**config.mk**
```make
export PLATFORM = sky130hd
export DESIGN_NAME = psir_regs
export DESIGN_NICKNAME = d
export VERILOG_FILES = /design/src/psir_pkg.sv /design/src/psir_regs.sv
export SDC_FILE = /design/constraint.sdc
export NUM_CORES = 1
export LEC_CHECK = 0
export BUFFER_PORTS_ARGS = -buffer_cell sky130_fd_sc_hd__buf_2
export CAP_MARGIN = 25
export CELL_PAD_IN_SITES_DETAIL_PLACEMENT = 0
export CELL_PAD_IN_SITES_GLOBAL_PLACEMENT = 1
export CORE_MARGIN = 10
export CORE_UTILIZATION = 42
export CTS_CLUSTER_SIZE = 8
export DETAILED_ROUTE_END_ITERATION = 10
export PLACE_DENSITY = 0.86
export SYNTH_ARGS = -nofsm -noshare
export SYNTH_HDL_FRONTEND = slang
export SYNTH_SLANG_ARGS = --single-unit
```
**constraint.sdc**
```tcl
create_clock -name clk_sys -period 3.8 [get_ports clk_sys]
set_input_delay 0.76 -clock clk_sys [delete_from_list [all_inputs] [get_ports clk_sys]]
set_output_delay 0.76 -clock clk_sys [all_outputs]
set_load 0.01 [all_outputs]
```
**src/psir_pkg.sv**
```systemverilog
// Shared constants for the Link_state_report and interrupt register block.
// Assumes a management frame engine that issues single-cycle register reads/writes.
package psir_pkg;
  localparam logic [4:0]  PSIR_ADDR_STATUS = 5'h11;  // Live link state report
  localparam logic [4:0]  PSIR_ADDR_MASK   = 5'h12;  // Interrupt enable mask
  localparam logic [4:0]  PSIR_ADDR_EVENT  = 5'h13;  // Event status
  localparam logic [15:0] PSIR_MASK_RST    = 16'h0000;
  localparam logic [15:0] PSIR_EVENT_RST   = 16'h0000;
  // Event bits that latch high and clear on read (bit 1 latches, see rules)
  localparam logic [15:0] PSIR_LATCH_BITS  = 16'hFDF3;
  // Event bits that simply follow their source level
  localparam logic [15:0] PSIR_LIVE_BITS   = 16'h020C;
  localparam int          PSIR_POS_SPEED   = 14;
  localparam int          PSIR_POS_DUPLEX  = 13;
  localparam int          PSIR_POS_PAGE    = 12;
  localparam int          PSIR_POS_RESOLV  = 11;
  localparam int          PSIR_POS_LINK    = 10;
  localparam int          PSIR_POS_XOVCD   = 9;
  localparam int          PSIR_POS_XOVAB   = 8;
  localparam int          PSIR_POS_DNSHIFT = 7;
  localparam int          PSIR_POS_SLEEP   = 6;
  localparam int          PSIR_POS_PAIRPOL = 2;
  localparam int          PSIR_POS_POL10   = 1;
  localparam int          PSIR_POS_JABBER  = 0;
  localparam logic [1:0]  PSIR_SPEED_10    = 2'h0;
  localparam logic [1:0]  PSIR_SPEED_100   = 2'h1;
  localparam logic [1:0]  PSIR_SPEED_1000  = 2'h2;
  localparam logic        PSIR_INT_POL_RST = 1'h1;   // Active-low pin after reset
endpackage

```
**src/psir_regs.sv**
```systemverilog
// Status report, interrupt enable mask and event status registers.
// Assumes sources are synchronous to clk_sys except where marked as pins.
`timescale 1ns/1ps
module psir_regs
  import psir_pkg::*;
(
  // Clock, reset, enable
  input  wire logic        clk_sys,
  input  wire logic        arst_n,
  input  wire logic        clk_en,
  // Management register access
  input  wire logic [4:0]  reg_addr,
  input  wire logic        reg_rd,
  input  wire logic        reg_wr,
  input  wire logic [15:0] reg_wdata,
  output logic      [15:0] reg_rdata,
  output logic             reg_hit,
  // Live status sources
  input  wire logic [1:0]  resolved_speed,
  input  wire logic        resolved_duplex,
  input  wire logic        page_arrived,
  input  wire logic        negotiation_resolved,
  input  wire logic        link_up,
  input  wire logic        crossover_pairs_cd,
  input  wire logic        crossover_pairs_ab,
  input  wire logic        downshift_active,
  input  wire logic        sleep_active,
  input  wire logic [3:0]  pair_polarity_rev,
  input  wire logic        polarity_10m_normal,
  input  wire logic        jabber_present,
  // Event pulses, one bit per event status position
  input  wire logic [15:0] event_pulse,
  // Interrupt polarity from the neighbouring configuration register
  input  wire logic        int_active_low,
  // Interrupt pin level
  output logic             int_pin
);
  import psir_pkg::*;

  logic [15:0] mask_reg;      // Enable mask
  logic [15:0] event_reg;     // Latched events
  logic        page_reg;      // Latched page-received status
  logic [15:0] status_word;   // Live status assembly
  logic [15:0] event_word;    // Event register as read
  logic        rd_status;     // Read of status register
  logic        rd_event;      // Read of event register
  logic        int_any;       // Interrupt condition, polarity-free

  assign rd_status = reg_rd && (reg_addr == PSIR_ADDR_STATUS);
  assign rd_event  = reg_rd && (reg_addr == PSIR_ADDR_EVENT);

  // Assemble the live report word
  always_comb begin
    status_word = 16'h0000;
    status_word[PSIR_POS_SPEED +: 2]   = resolved_speed;
    status_word[PSIR_POS_DUPLEX]       = resolved_duplex;
    status_word[PSIR_POS_PAGE]         = page_reg;
    status_word[PSIR_POS_RESOLV]       = negotiation_resolved;
    status_word[PSIR_POS_LINK]         = link_up;
    status_word[PSIR_POS_XOVCD]        = crossover_pairs_cd;
    status_word[PSIR_POS_XOVAB]        = crossover_pairs_ab;
    // Only meaningful while negotiating; source is trusted to gate it
    status_word[PSIR_POS_DNSHIFT]      = downshift_active;
    status_word[PSIR_POS_SLEEP]        = sleep_active;
    status_word[PSIR_POS_PAIRPOL +: 4] = pair_polarity_rev;
    status_word[PSIR_POS_POL10]        = polarity_10m_normal;
    status_word[PSIR_POS_JABBER]       = jabber_present;
  end

  // Live bits show their source; latched bits show the sticky flops
  assign event_word = (event_reg & PSIR_LATCH_BITS) | (event_pulse & PSIR_LIVE_BITS);

  // Page-received latch: set wins over the read clear
  always_ff @(posedge clk_sys or negedge arst_n) begin
    if (!arst_n) begin
      page_reg <= 1'b0;
    end else if (clk_en) begin
      if (page_arrived) begin
        page_reg <= 1'b1;
      end else if (rd_status) begin
        page_reg <= 1'b0;
      end
    end
  end

  // Enable mask, plain read/write
  always_ff @(posedge clk_sys or negedge arst_n) begin
    if (!arst_n) begin
      mask_reg <= PSIR_MASK_RST;
    end else if (clk_en && reg_wr && (reg_addr == PSIR_ADDR_MASK)) begin
      mask_reg <= reg_wdata;
    end
  end

  // Sticky events; recorded whatever the mask says, an arriving event survives the clear
  always_ff @(posedge clk_sys or negedge arst_n) begin
    if (!arst_n) begin
      event_reg <= PSIR_EVENT_RST;
    end else if (clk_en) begin
      event_reg <= ((rd_event ? 16'h0000 : event_reg) | event_pulse) & PSIR_LATCH_BITS;
    end
  end

  // Interrupt condition and pin polarity
  assign int_any = |(event_word & mask_reg);
  always_ff @(posedge clk_sys or negedge arst_n) begin
    if (!arst_n) begin
      int_pin <= PSIR_INT_POL_RST ? 1'b1 : 1'b0;
    end else if (clk_en) begin
      int_pin <= int_active_low ? ~int_any : int_any;
    end
  end

  // Read data, registered; unmapped addresses return zero
  always_ff @(posedge clk_sys or negedge arst_n) begin
    if (!arst_n) begin
      reg_rdata <= 16'h0000;
      reg_hit   <= 1'b0;
    end else if (clk_en) begin
      reg_hit <= reg_rd && (reg_addr == PSIR_ADDR_STATUS || reg_addr == PSIR_ADDR_MASK ||
                            reg_addr == PSIR_ADDR_EVENT);
      case (reg_addr)
        PSIR_ADDR_STATUS: reg_rdata <= reg_rd ? status_word : 16'h0000;
        PSIR_ADDR_MASK:   reg_rdata <= reg_rd ? mask_reg : 16'h0000;
        PSIR_ADDR_EVENT:  reg_rdata <= reg_rd ? event_word : 16'h0000;
        default:          reg_rdata <= 16'h0000;
      endcase
    end
  end
endmodule

```
# Word-level counts from Yosys, hierarchy flattened
# Index checks and enable logic that the tools add are counted.
dict set report op_classes {
  bitwise_logic 4
  reduce_logical 10
  n_mux 8
  eq_ne 3
}
# operator n
set ops {}
lappend ops {{16-bit 2-to-1 mux} 4}
lappend ops {{16-bit one-hot mux with 3 select lines} 1}
lappend ops {{16-bit bitwise AND} 1}
lappend ops {{16-bit by 10-bit bitwise OR with 16-bit output} 1}
lappend ops {{16-bit bitwise OR} 1}
lappend ops {{16-bit OR reduction} 1}
lappend ops {{5-bit == test (second input constant)} 3}
lappend ops {{1-bit logical AND} 5}
lappend ops {{1-bit 2-to-1 mux} 3}
lappend ops {{1-bit logical OR} 2}
lappend ops {{2-bit AND reduction} 1}
lappend ops {{2-bit nonzero test} 1}
lappend ops {{1-bit inverter} 1}
dict set report totals {
  output_inout_bits 18
  wordCells 31
  inputBits 59
  register_bits 48
}

# Depth between registers and ports, before layout
# Gate-level depths: netlist (run 1).
dict set report depth {
  word_depth 5
  mapped_depth 7
}

# Least setup slack after synthesis (run 1)
# OpenSTA, ideal clock, no wires.
dict set report synth_path {
  kind {input -> register}
  start {input port reg_addr[1]}
  end {register mask_reg[10]}
  required_time_ns 3.675
  setup_ns 0.125
  path_stages 7
  arrival_ns 1.906
  path_slack_ns 1.769
  n_path_buf 4
  path_cell_list {buf_6 > and4b_1 > buf_6 > and3_4 > buf_6 > buf_12 > mux2_4}
}
dict set report synth_via {
  elab_chain_len 2
}
# element line
set synth_lines {}
lappend synth_lines {{start, declared} psir_regs.sv:12} ;# input wire logic [4:0] reg_addr,
lappend synth_lines {{5-bit == test} psir_regs.sv:90} ;# end else if (clk_en && reg_wr && (reg_addr == PSIR_ADDR_MASK)) begin
lappend synth_lines {{1-bit logical AND} psir_regs.sv:90}
lappend synth_lines {{end signal, assigned} psir_regs.sv:91} ;# mask_reg <= reg_wdata;
lappend synth_lines {{end, declared} psir_regs.sv:40} ;# logic [15:0] mask_reg;
# No other way between the ends.
# A chain may end at the register's enable or synchronous reset.

# Worst setup path in the final report (run 1)
dict set report layout_path {
  start {input port reg_addr[3]}
  end {register reg_hit}
}
dict set report layout_via {
  elab_chain_len 4
}
# element line
set layout_lines {}
lappend layout_lines {{5-bit == test} psir_regs.sv:120} ;# reg_hit <= reg_rd && (reg_addr == PSIR_ADDR_STATUS || reg_addr == PSIR_ADDR_MASK ||
lappend layout_lines {{1-bit logical OR} psir_regs.sv:120}
lappend layout_lines {{1-bit logical OR *} psir_regs.sv:120}
lappend layout_lines {{1-bit logical AND *} psir_regs.sv:120}
lappend layout_lines {{end signal, assigned} psir_regs.sv:120}
lappend layout_lines {{end, declared} psir_regs.sv:17} ;# output logic reg_hit,
# Mark *: on every way between the ends. The rest lies on a longest branch, timed or not.

==> flow_summary.toml, run 1 <==
[status]
status = "complete, no violations"

[die]
initial_core_util_pct = 43.7
chipHeight_um = 93.4
core_mm2 = 0.00517
placementRows = 26
die_width_um = 93.4
dieArea_mm2 = 0.00872
ios = 77

[cells_and_area]
final_cell_area_mm2 = 0.00276
finalNetCount = 310
final_common_cell = "buf_2"
final_cell_mix = "buf_2, dfrtp_1, mux2_2, a22o_1, inv_1"
drive_gt1_share_pct = 48.6
stdcell_count = 321
area_delta_synth_final_pct = 21.9
n_antenna_cell = 0

[setup_path]
critPathKind = "input pin to flip-flop"
max_stage_delay_ns = 0.67
crit_path_start_kind = "input pin"
rrSetupSlack_ns = 2.18
crit_arrival_ns = 2.34
path_cells = "buf_2, nor2_1, and4b_1, buf_4, o211ai_2, o21ai_0"
slowest_stage = "o211ai_2"
crit_fanout = 17
required_ns = 3.93
worstSetupEndpointType = "flip-flop"

[min_path]
min_path_type = "input pin to async pin"

[routing]
drt_iter0_drc = 133
firstDrtPassIters = 4
avgViaCountPerCell = 5.35
routed_wirelength_um = 6070
route.detailed.drc = 0
drt-wirelength-per-cell_um = 18.9
vias = 1717
drtAntennaViolNets = 0

[clocking]
clock-sinks = 48
root_buffer = "clkbuf_8"
postCtsSetupRepairBufs = 0
clock_path_buffers = 2
cts_resized = 0
clock_insertion_delay_worst_skew_ns = 0.29
hold_buffers = 0
h-tree-depth = 2
cts_tree = "done"
cts_buffers = 5
clk_pin_slew_ns = 0.08

[pwr]
power_frac_comb_pct = 15.0
p_sw_w = 0.000244
p_leak_nw = 1.29
switching_share_pct = 24.4
seqPwrFrac_pct = 57.0
pwr-share-clk_pct = 28.1
vdd_drop_max_mv = 0.156
power.internal_w = 0.000757
powerDensity_mw_per_mm2 = 363

[timing]
max_slew_margin_pct = 43.7
hold_viol_final = 0
timing.fmax_mhz = 452
setup_viol = 0
finalSetupTns_ns = 0
worst_pin_slew_ns = 0.842
slew_violations = 0
fin_crit_sh_pct = 58.2
min_period_ns = 2.21
fin_skew_ns = 0.00390
grt_setup_unrepaired = "false"

[synthesis]
synth_fp_nets = 237
syn_inst = 178
syn_area_mm2 = 0.00226
synth_top_area_share_pct = 52.0
seq_area_frac_synth_pct = 53.2
postSynthAreaPerCell_um2 = 12.7
synth-edff-count = 0
yosys-top-cells-area = "dfrtp_1, mux2_2, mux2_4"
yosysTopAreaCell = "dfrtp_1"
synth_cell_types = 23
ys.flop_type = "dfrtp_1"
ys_async_sr_fraction_pct = 100
yosysWarnings = 0
synth-seq-cells = 48

[place]
place_area_mm2 = 0.00268
placed_cells = 314
dp_hpwl_um = 4490
io_buffers = 76
place_congestion = 0.774

[grt]
grt_pass1_vias = 1893
grt-ovfl-total = 0
grt_first_pass_wirelength_um = 9750
globalRouteTotalUtil_pct = 14.1
antenna_found_initial = 0
grt_max_degree = 37

[run]
max_cap_viol_count = 0
synth_stat cells (all sizes together), types with 2 or more instances:
cell type and n:
a22oi 16, clkbuf 8, nand2 2, mux2 33, nand4 2, o22ai 16, dfrtp 47, inv 17
a22o 17, buf 6, and3 2, a221oi 4, o21ai 2
worst max-delay path, delay by kind of cell:
family	cells	cell delay [ns]
AO/OA/AOI/OAI	2	0.89
buffers and inverters	2	0.32
AND/OR/NAND/NOR	2	0.36
area by class of cell:
class / count / area [µm²]
fillers: 466 / 2420
well taps: 70 / 87.6
clock inverters: 1 / 5.00
inverters: 17 / 63.8
multi-input cells: 99 / 901
flip-flops and latches: 48 / 1200
repair buffers: 80 / 423
clock buffers: 6 / 72.6
metal layers:
layer | share of wire (%) | global-route usage [%] | vias up
met4 | 1.4 | 3.98 | 0
met5 | 0 | 0 | -
met3 | 8.9 | 6.47 | 7
met2 | 45 | 20.8 | 56
li1 | - | - | 815
met1 | 45 | 18.2 | 839
cells by family after synthesis:
group	Yosys count	share of synthesized area, %
and+or+nand+nor	9	2.49
muxes	33	18.1
AOI/OAI and AO/OA	56	18.9
DFF	48	53.2
buffers and inverters	31	6.97
xor gates and xnor gates	1	0.387
power groups by stage:
stage               Sequential, W  Clock, W  Combinational, W
floorplan                0.000575         0         0.0000857
global placement         0.000579         0          0.000147
detailed placement       0.000580         0          0.000151
CTS                      0.000570  0.000287          0.000151
global route             0.000574  0.000309          0.000164
finish                   0.000570  0.000281          0.000150
final timing paths:
path                                           from                        to  cells past startpoint
setup / recovery                        reg_addr[3]       reg_hit$_DFFE_PN0P_                      6
hold / removal                               arst_n  event_reg[4]$_DFFE_PN0P_                      1
setup reg to reg           mask_reg[13]$_DFFE_PN0P_       int_pin$_DFFE_PN1P_                      5
hold reg to reg                page_reg$_DFFE_PN0P_      page_reg$_DFFE_PN0P_                      2
max in group asynchronous                    arst_n       int_pin$_DFFE_PN1P_                      2
min in group clk_sys           page_reg$_DFFE_PN0P_      page_reg$_DFFE_PN0P_                      2
metrics by stage:
stage | hold WS [ns] | utilization (%) | worst slack [ns] | power [W]
global route | 0.410 | 53.3 | 1.46 | 0.00105
floorplan | 0.464 | - | 1.77 | 0.000660
detailed placement | 0.510 | 51.8 | 1.28 | 0.000731
global placement | 0.488 | 51.4 | 1.28 | 0.000726
CTS | 0.405 | 53.3 | 1.58 | 0.00101
finish | 0.397 | 53.3 | 1.59 | 0.00100
(Power assumes the default switching activity.)
==> run 2: changes to the inputs <==
--- a/config.mk
+++ b/config.mk
@@ -10,10 +10,10 @@
 export CELL_PAD_IN_SITES_DETAIL_PLACEMENT = 0
 export CELL_PAD_IN_SITES_GLOBAL_PLACEMENT = 1
 export CORE_MARGIN = 10
-export CORE_UTILIZATION = 42
+export CORE_UTILIZATION = 39
 export CTS_CLUSTER_SIZE = 8
 export DETAILED_ROUTE_END_ITERATION = 10
-export PLACE_DENSITY = 0.86
+export PLACE_DENSITY = 0.81
 export SYNTH_ARGS = -nofsm -noshare
 export SYNTH_HDL_FRONTEND = slang
 export SYNTH_SLANG_ARGS = --single-unit
==> constraint.sdc (replaced) <==
create_clock -name clk_sys -period 2.1 [get_ports clk_sys]
set_input_delay 0.42 -clock clk_sys [delete_from_list [all_inputs] [get_ports clk_sys]]
set_output_delay 0.42 -clock clk_sys [all_outputs]
set_load 0.01 [all_outputs]
==> flow_summary.toml, run 2 (same netlist as run 1, synthesis figures left out) <==
[status]
status = "complete, no violations"

[die]
initial_core_util_pct = 40.6
dieArea_mm2 = 0.00924
die_width_um = 96.1
placementRows = 27
ios = 77
chipHeight_um = 96.1
core_mm2 = 0.00557

[grt]
antenna_found_initial = 0
grt_pass1_vias = 1988
grt_first_pass_wirelength_um = 10300
grt-ovfl-total = 0
grt_max_degree = 30
globalRouteTotalUtil_pct = 14.4

[pwr]
p_leak_nw = 1.34
powerDensity_mw_per_mm2 = 716
total_power_w = 0.00204
vdd_drop_max_mv = 0.390

[timing]
slew_violations = 0
max_slew_margin_pct = 47.2
setup_viol = 0
grt_setup_unrepaired = "false"
timing.fmax_mhz = 605
fin_crit_sh_pct = 78.7
finalSetupTns_ns = 0
min_period_ns = 1.65
hold_viol_final = 0
worst_pin_slew_ns = 0.790
fin_skew_ns = 0.00570

[setup_path]
r2r_start = "mask_reg[13]$_DFFE_PN0P_"
crit_fanout = 3
crit_path_start_kind = "flip-flop"
critPathKind = "flip-flop to flip-flop"
required_ns = 2.33
crit_arrival_ns = 1.89
cp-startpoint = "mask_reg[13]$_DFFE_PN0P_"
worstSetupEndpointType = "flip-flop"

[routing]
drt_iter0_drc = 90
drtAntennaViolNets = 0
firstDrtPassIters = 4
vias = 1770
avgViaCountPerCell = 5.38
route.detailed.drc = 0
routed_wirelength_um = 6440
drt-wirelength-per-cell_um = 19.6

[clocking]
cts_tree = "done"
cts_resized = 0
hold_buffers = 0
h-tree-depth = 2
clock_path_buffers = 2
clock-sinks = 48
clk_pin_slew_ns = 0.09
postCtsSetupRepairBufs = 0
cts_buffers = 5
clock_insertion_delay_worst_skew_ns = 0.30
root_buffer = "clkbuf_8"

[place]
place_congestion = 0.800
dp_hpwl_um = 4900
io_buffers = 76

[run]
max_cap_viol_count = 0

[min_path]
min_path_type = "input pin to async pin"

[cells_and_area]
drive_gt1_share_pct = 50.2
finalNetCount = 315
n_antenna_cell = 0
area_delta_synth_final_pct = 25.8
final_common_cell = "buf_2"
final_cell_mix = "buf_2, dfrtp_1, mux2_2, a22o_1, inv_1"
n_fill_cell = 531
run 2: changes by cell type in the layout (fill, tap and decap cells not counted):
cell,before,now
buf_4,3,8
bufinv_16,0,1
clkbuf_1,1,0
clkbuf_8,5,7
clkinv_2,1,0
run 2: worst paths after layout:
check                                          endpoint  slack [ns]  cells past startpoint
worst max-delay path                int_pin$_DFFE_PN1P_        0.45                      5
worst min-delay path            mask_reg[3]$_DFFE_PN0P_        0.07                      1
worst max register to register      int_pin$_DFFE_PN1P_        0.45                      5
worst min register to register     page_reg$_DFFE_PN0P_        0.53                      2
max in group asynchronous           int_pin$_DFFE_PN1P_        1.43                      2
min in group clk_sys               page_reg$_DFFE_PN0P_        0.32                      3
run 2: per-stage QoR:
step           std cells  hold WS (ns)  cell area (µm²)  util (%)  setup slack, ns
2_1_floorplan        178         0.124             2260         -            0.409
3_3_place_gp         321         0.402             2720      48.8            0.307
3_5_place_dp         321         0.408             2720      48.8            0.259
4_1_cts              329        0.0717             2840      51.0            0.438
5_1_grt              329        0.0746             2840      51.0            0.299
6_report             329        0.0676             2840      51.0            0.446
run 2: final cells by class:
cell class | instances | area (µm²) | share of cell area [%]
tap | 72 | 90.1 | 3.17
timing repair buffer | 85 | 460 | 16.2
sequential | 48 | 1200 | 42.3
clock inverter | 1 | 30.0 | 1.06
inverter | 17 | 63.8 | 2.24
multi-input combinational | 99 | 901 | 31.7
clock buffer | 7 | 96.3 | 3.39
run 2: routing by layer:
layer | track usage, % | part of all wire, % | up-vias
li1 | - | - | 820
met1 | 19.1 | 45 | 874
met2 | 21.5 | 46 | 66
met3 | 5.53 | 8.1 | 10
met4 | 3.69 | 1.1 | 0
met5 | 0 | 0 | -
run 2: critical path, cell delays in order (launching register included):
cell and delay [ns]:
dfrtp_1 0.40, a22o_1 0.23, a221oi_1 0.31, nand4_1 0.20, xor2_1 0.17, mux2_2 0.26
run 2: power by group:
part / total (W) / switching [W] / internal [W]
sequential: 0.00103 / 0.0000457 / 0.000986
clock: 0.000729 / 0.000308 / 0.000420
combinational: 0.000278 / 0.000117 / 0.000160
total: 0.00204 / 0.000471 / 0.00157
==> run 3: changes to the inputs <==
--- a/config.mk
+++ b/config.mk
@@ -5,15 +5,16 @@
 export SDC_FILE = /design/constraint.sdc
 export NUM_CORES = 1
 export LEC_CHECK = 0
+export ABC_AREA = 1
 export BUFFER_PORTS_ARGS = -buffer_cell sky130_fd_sc_hd__buf_2
 export CAP_MARGIN = 25
 export CELL_PAD_IN_SITES_DETAIL_PLACEMENT = 0
 export CELL_PAD_IN_SITES_GLOBAL_PLACEMENT = 1
 export CORE_MARGIN = 10
-export CORE_UTILIZATION = 39
+export CORE_UTILIZATION = 36
 export CTS_CLUSTER_SIZE = 8
 export DETAILED_ROUTE_END_ITERATION = 10
-export PLACE_DENSITY = 0.81
+export PLACE_DENSITY = 0.8
 export SYNTH_ARGS = -nofsm -noshare
 export SYNTH_HDL_FRONTEND = slang
 export SYNTH_SLANG_ARGS = --single-unit
==> constraint.sdc (replaced) <==
create_clock -name clk_sys -period 1.7 [get_ports clk_sys]
set_input_delay 0.34 -clock clk_sys [delete_from_list [all_inputs] [get_ports clk_sys]]
set_output_delay 0.34 -clock clk_sys [all_outputs]
set_load 0.01 [all_outputs]
==> flow_summary.toml, run 3 <==
[status]
status = "complete, no violations"

[pwr]
vdd_drop_max_mv = 0.481
powerDensity_mw_per_mm2 = 767
p_leak_nw = 1.65

[min_path]
hp-start = "event_pulse[1]"
holdPathEnd = "event_reg[1]$_DFFE_PN0P_"
whs_path_depth = 3
min_path_type = "input pin to flip-flop"

[routing]
routed_wirelength_um = 6430
drt-wirelength-per-cell_um = 13.8
drtAntennaViolNets = 0
firstDrtPassIters = 4
drt_iter0_drc = 91
route.detailed.drc = 0
avgViaCountPerCell = 4.54
vias = 2115

[setup_path]
crit_arrival_ns = 0.98
required_ns = 1.36
critPathBufInv = 1
crit_fanout = 2
r2r-end = "int_pin$_DFFE_PN1P_"
critPathKind = "flip-flop to output pin"
rrSetupSlack_ns = 0.59
r2r_start = "mask_reg[11]$_DFFE_PN0P_"
crit_path_start_kind = "flip-flop"
path_cells = "buf_2"
slowest_stage = "dfstp_2"
crit_family = "flip-flops"
max_stage_delay_ns = 0.55
worstSetupEndpointType = "output pin"
r2r_cells = 7

[grt]
use_met2_pct = 19.8
grt-ovfl-total = 0
globalRouteTotalUtil_pct = 12.9
met1_usage_pct = 17.2
grt_busiest_layer = "met2"
grt_pass1_vias = 2219
grt_max_degree = 33
use_met3_pct = 3.85
antenna_found_initial = 0
grt_first_pass_wirelength_um = 10700

[cells_and_area]
multi_input_area_mm2 = 0.00105
drive_gt1_share_pct = 30.1
final_cell_area_mm2 = 0.00299
finalNetCount = 447
n_fill_cell = 701
area_delta_synth_final_pct = 22.7
seq_area_mm2 = 0.00120
stdcell_count = 466
n_antenna_cell = 0
final_cell_mix = "nand2_1, buf_2, dfrtp_1, inv_1, o21ai_2"
final_common_cell = "nand2_1"
final_util_pct = 46.4

[synthesis]
synth_fp_nets = 367
synth_top_family_by_area = "simple AND/OR/NAND/NOR gates"
yosys.area_share.simple_pct = 31.2
netlist_top_cells_count = "nand2_1, dfrtp_1, inv_1, o21ai_2, o21ai_0"
synthMuxAreaShare_pct = 0
yosys.cell_count.top_type = "nand2_1"
ys.flop_type = "dfrtp_1"
synth-seq-cells = 48
synth-edff-count = 0
yosysWarnings = 0
syn_inst = 308
seq_area_frac_synth_pct = 49.3
syn_area_mm2 = 0.00244
yosys-top-cells-area = "dfrtp_1, nand2_1, o21ai_2"
synthAdderAreaFrac_pct = 0
synth_top_area_share_pct = 48.2
synth_cell_types = 24
synth_compound_area_share_pct = 11.7
ys_async_sr_fraction_pct = 100
synth-xor-area-share_pct = 0
postSynthAreaPerCell_um2 = 7.93
yosysTopAreaCell = "dfrtp_1"

[timing]
max_slew_margin_pct = 69.5
fin_ws_ns = 0.384
min_period_ns = 1.32
grt_setup_unrepaired = "false"
setup_viol = 0
timing.fmax_mhz = 760
slew_violations = 0
hold_viol_final = 0
fin_skew_ns = 0.00688
finalSetupTns_ns = 0
worst_pin_slew_ns = 0.454
fin_crit_sh_pct = 77.4

[clocking]
root_buffer = "clkbuf_8"
clk_pin_slew_ns = 0.09
cts_buffers = 5
clock_path_buffers = 2
h-tree-depth = 2
clock-sinks = 48
cts_tree = "done"
clock_insertion_delay_worst_skew_ns = 0.31
cts_resized = 0

[die]
initial_core_util_pct = 37.8
core_mm2 = 0.00646
ios = 77
chipHeight_um = 102
placementRows = 29
dieArea_mm2 = 0.0105
die_width_um = 102

[place]
place_area_mm2 = 0.00289
post-place-ws_ns = 0.0589
io_buffers = 76
place_congestion = 0.848
placed_cells = 457
dp_hpwl_um = 5100

[run]
max_cap_viol_count = 0
run 3: where the power goes:
| group | switching [W] | internal, W | leakage, nW |
|---|---|---|---|
| Clock | 0.000400 | 0.000292 | 0.0404 |
| Combinational | 0.000191 | 0.000148 | 1.02 |
| Sequential | 0.0000576 | 0.00121 | 0.586 |
| Total | 0.000648 | 0.00165 | 1.65 |
run 3: how the worst max path moves through the flow:
| stage | start | to | slack (ns) | cells past startpoint |
|---|---|---|---|---|
| CTS | int_pin$_DFFE_PN1P_ | int_pin | 0.37 | 1 |
| finish | int_pin$_DFFE_PN1P_ | int_pin | 0.38 | 1 |
| floorplan | reg_addr[3] | mask_reg[11]$_DFFE_PN0P_ | 0.51 | 7 |
| global placement | reg_addr[3] | mask_reg[1]$_DFFE_PN0P_ | 0.11 | 7 |
| global route | reg_addr[3] | mask_reg[4]$_DFFE_PN0P_ | 0.27 | 7 |
| detailed placement | reg_addr[3] | mask_reg[4]$_DFFE_PN0P_ | 0.06 | 7 |
run 3: layout make-up:
type                    instances  share of cell area (%)
inverters                      28                    3.55
well taps                      77                    3.22
repair buffers                 83                    15.0
clock inverters                 3                   0.794
multi-input cells             222                    35.0
flip-flops and latches         48                    40.2
clock buffers                   5                    2.30
run 3: stage by stage:
stage	hold slack, ns	power, W
2_1_floorplan	0.0444	0.00147
3_3_place_gp	0.288	0.00162
3_5_place_dp	0.289	0.00163
4_1_cts	0.221	0.00232
5_1_grt	0.227	0.00241
6_report	0.222	0.00230
run 3: timing repair:
action | in CTS | in global routing
hold endpoints to repair | 14 | 0
setup endpoints to repair | 0 | 0
setup buffers | 0 | 0
hold buffers | 1 | 0
run 3: cell families (layout without fill, tap and decap cells):
kind of cell | after synthesis | in the layout
buffers and inverters | 38 | 119
AO/OA/AOI/OAI | 39 | 39
flip-flops | 48 | 48
AND/OR/NAND/NOR | 183 | 183
run 3: per-layer routing:
metal | vias up | share of wire, %
li1 | 1113 | -
met1 | 946 | 48
met2 | 51 | 44
met3 | 5 | 5.9
met4 | 0 | 1.2
met5 | - | 0
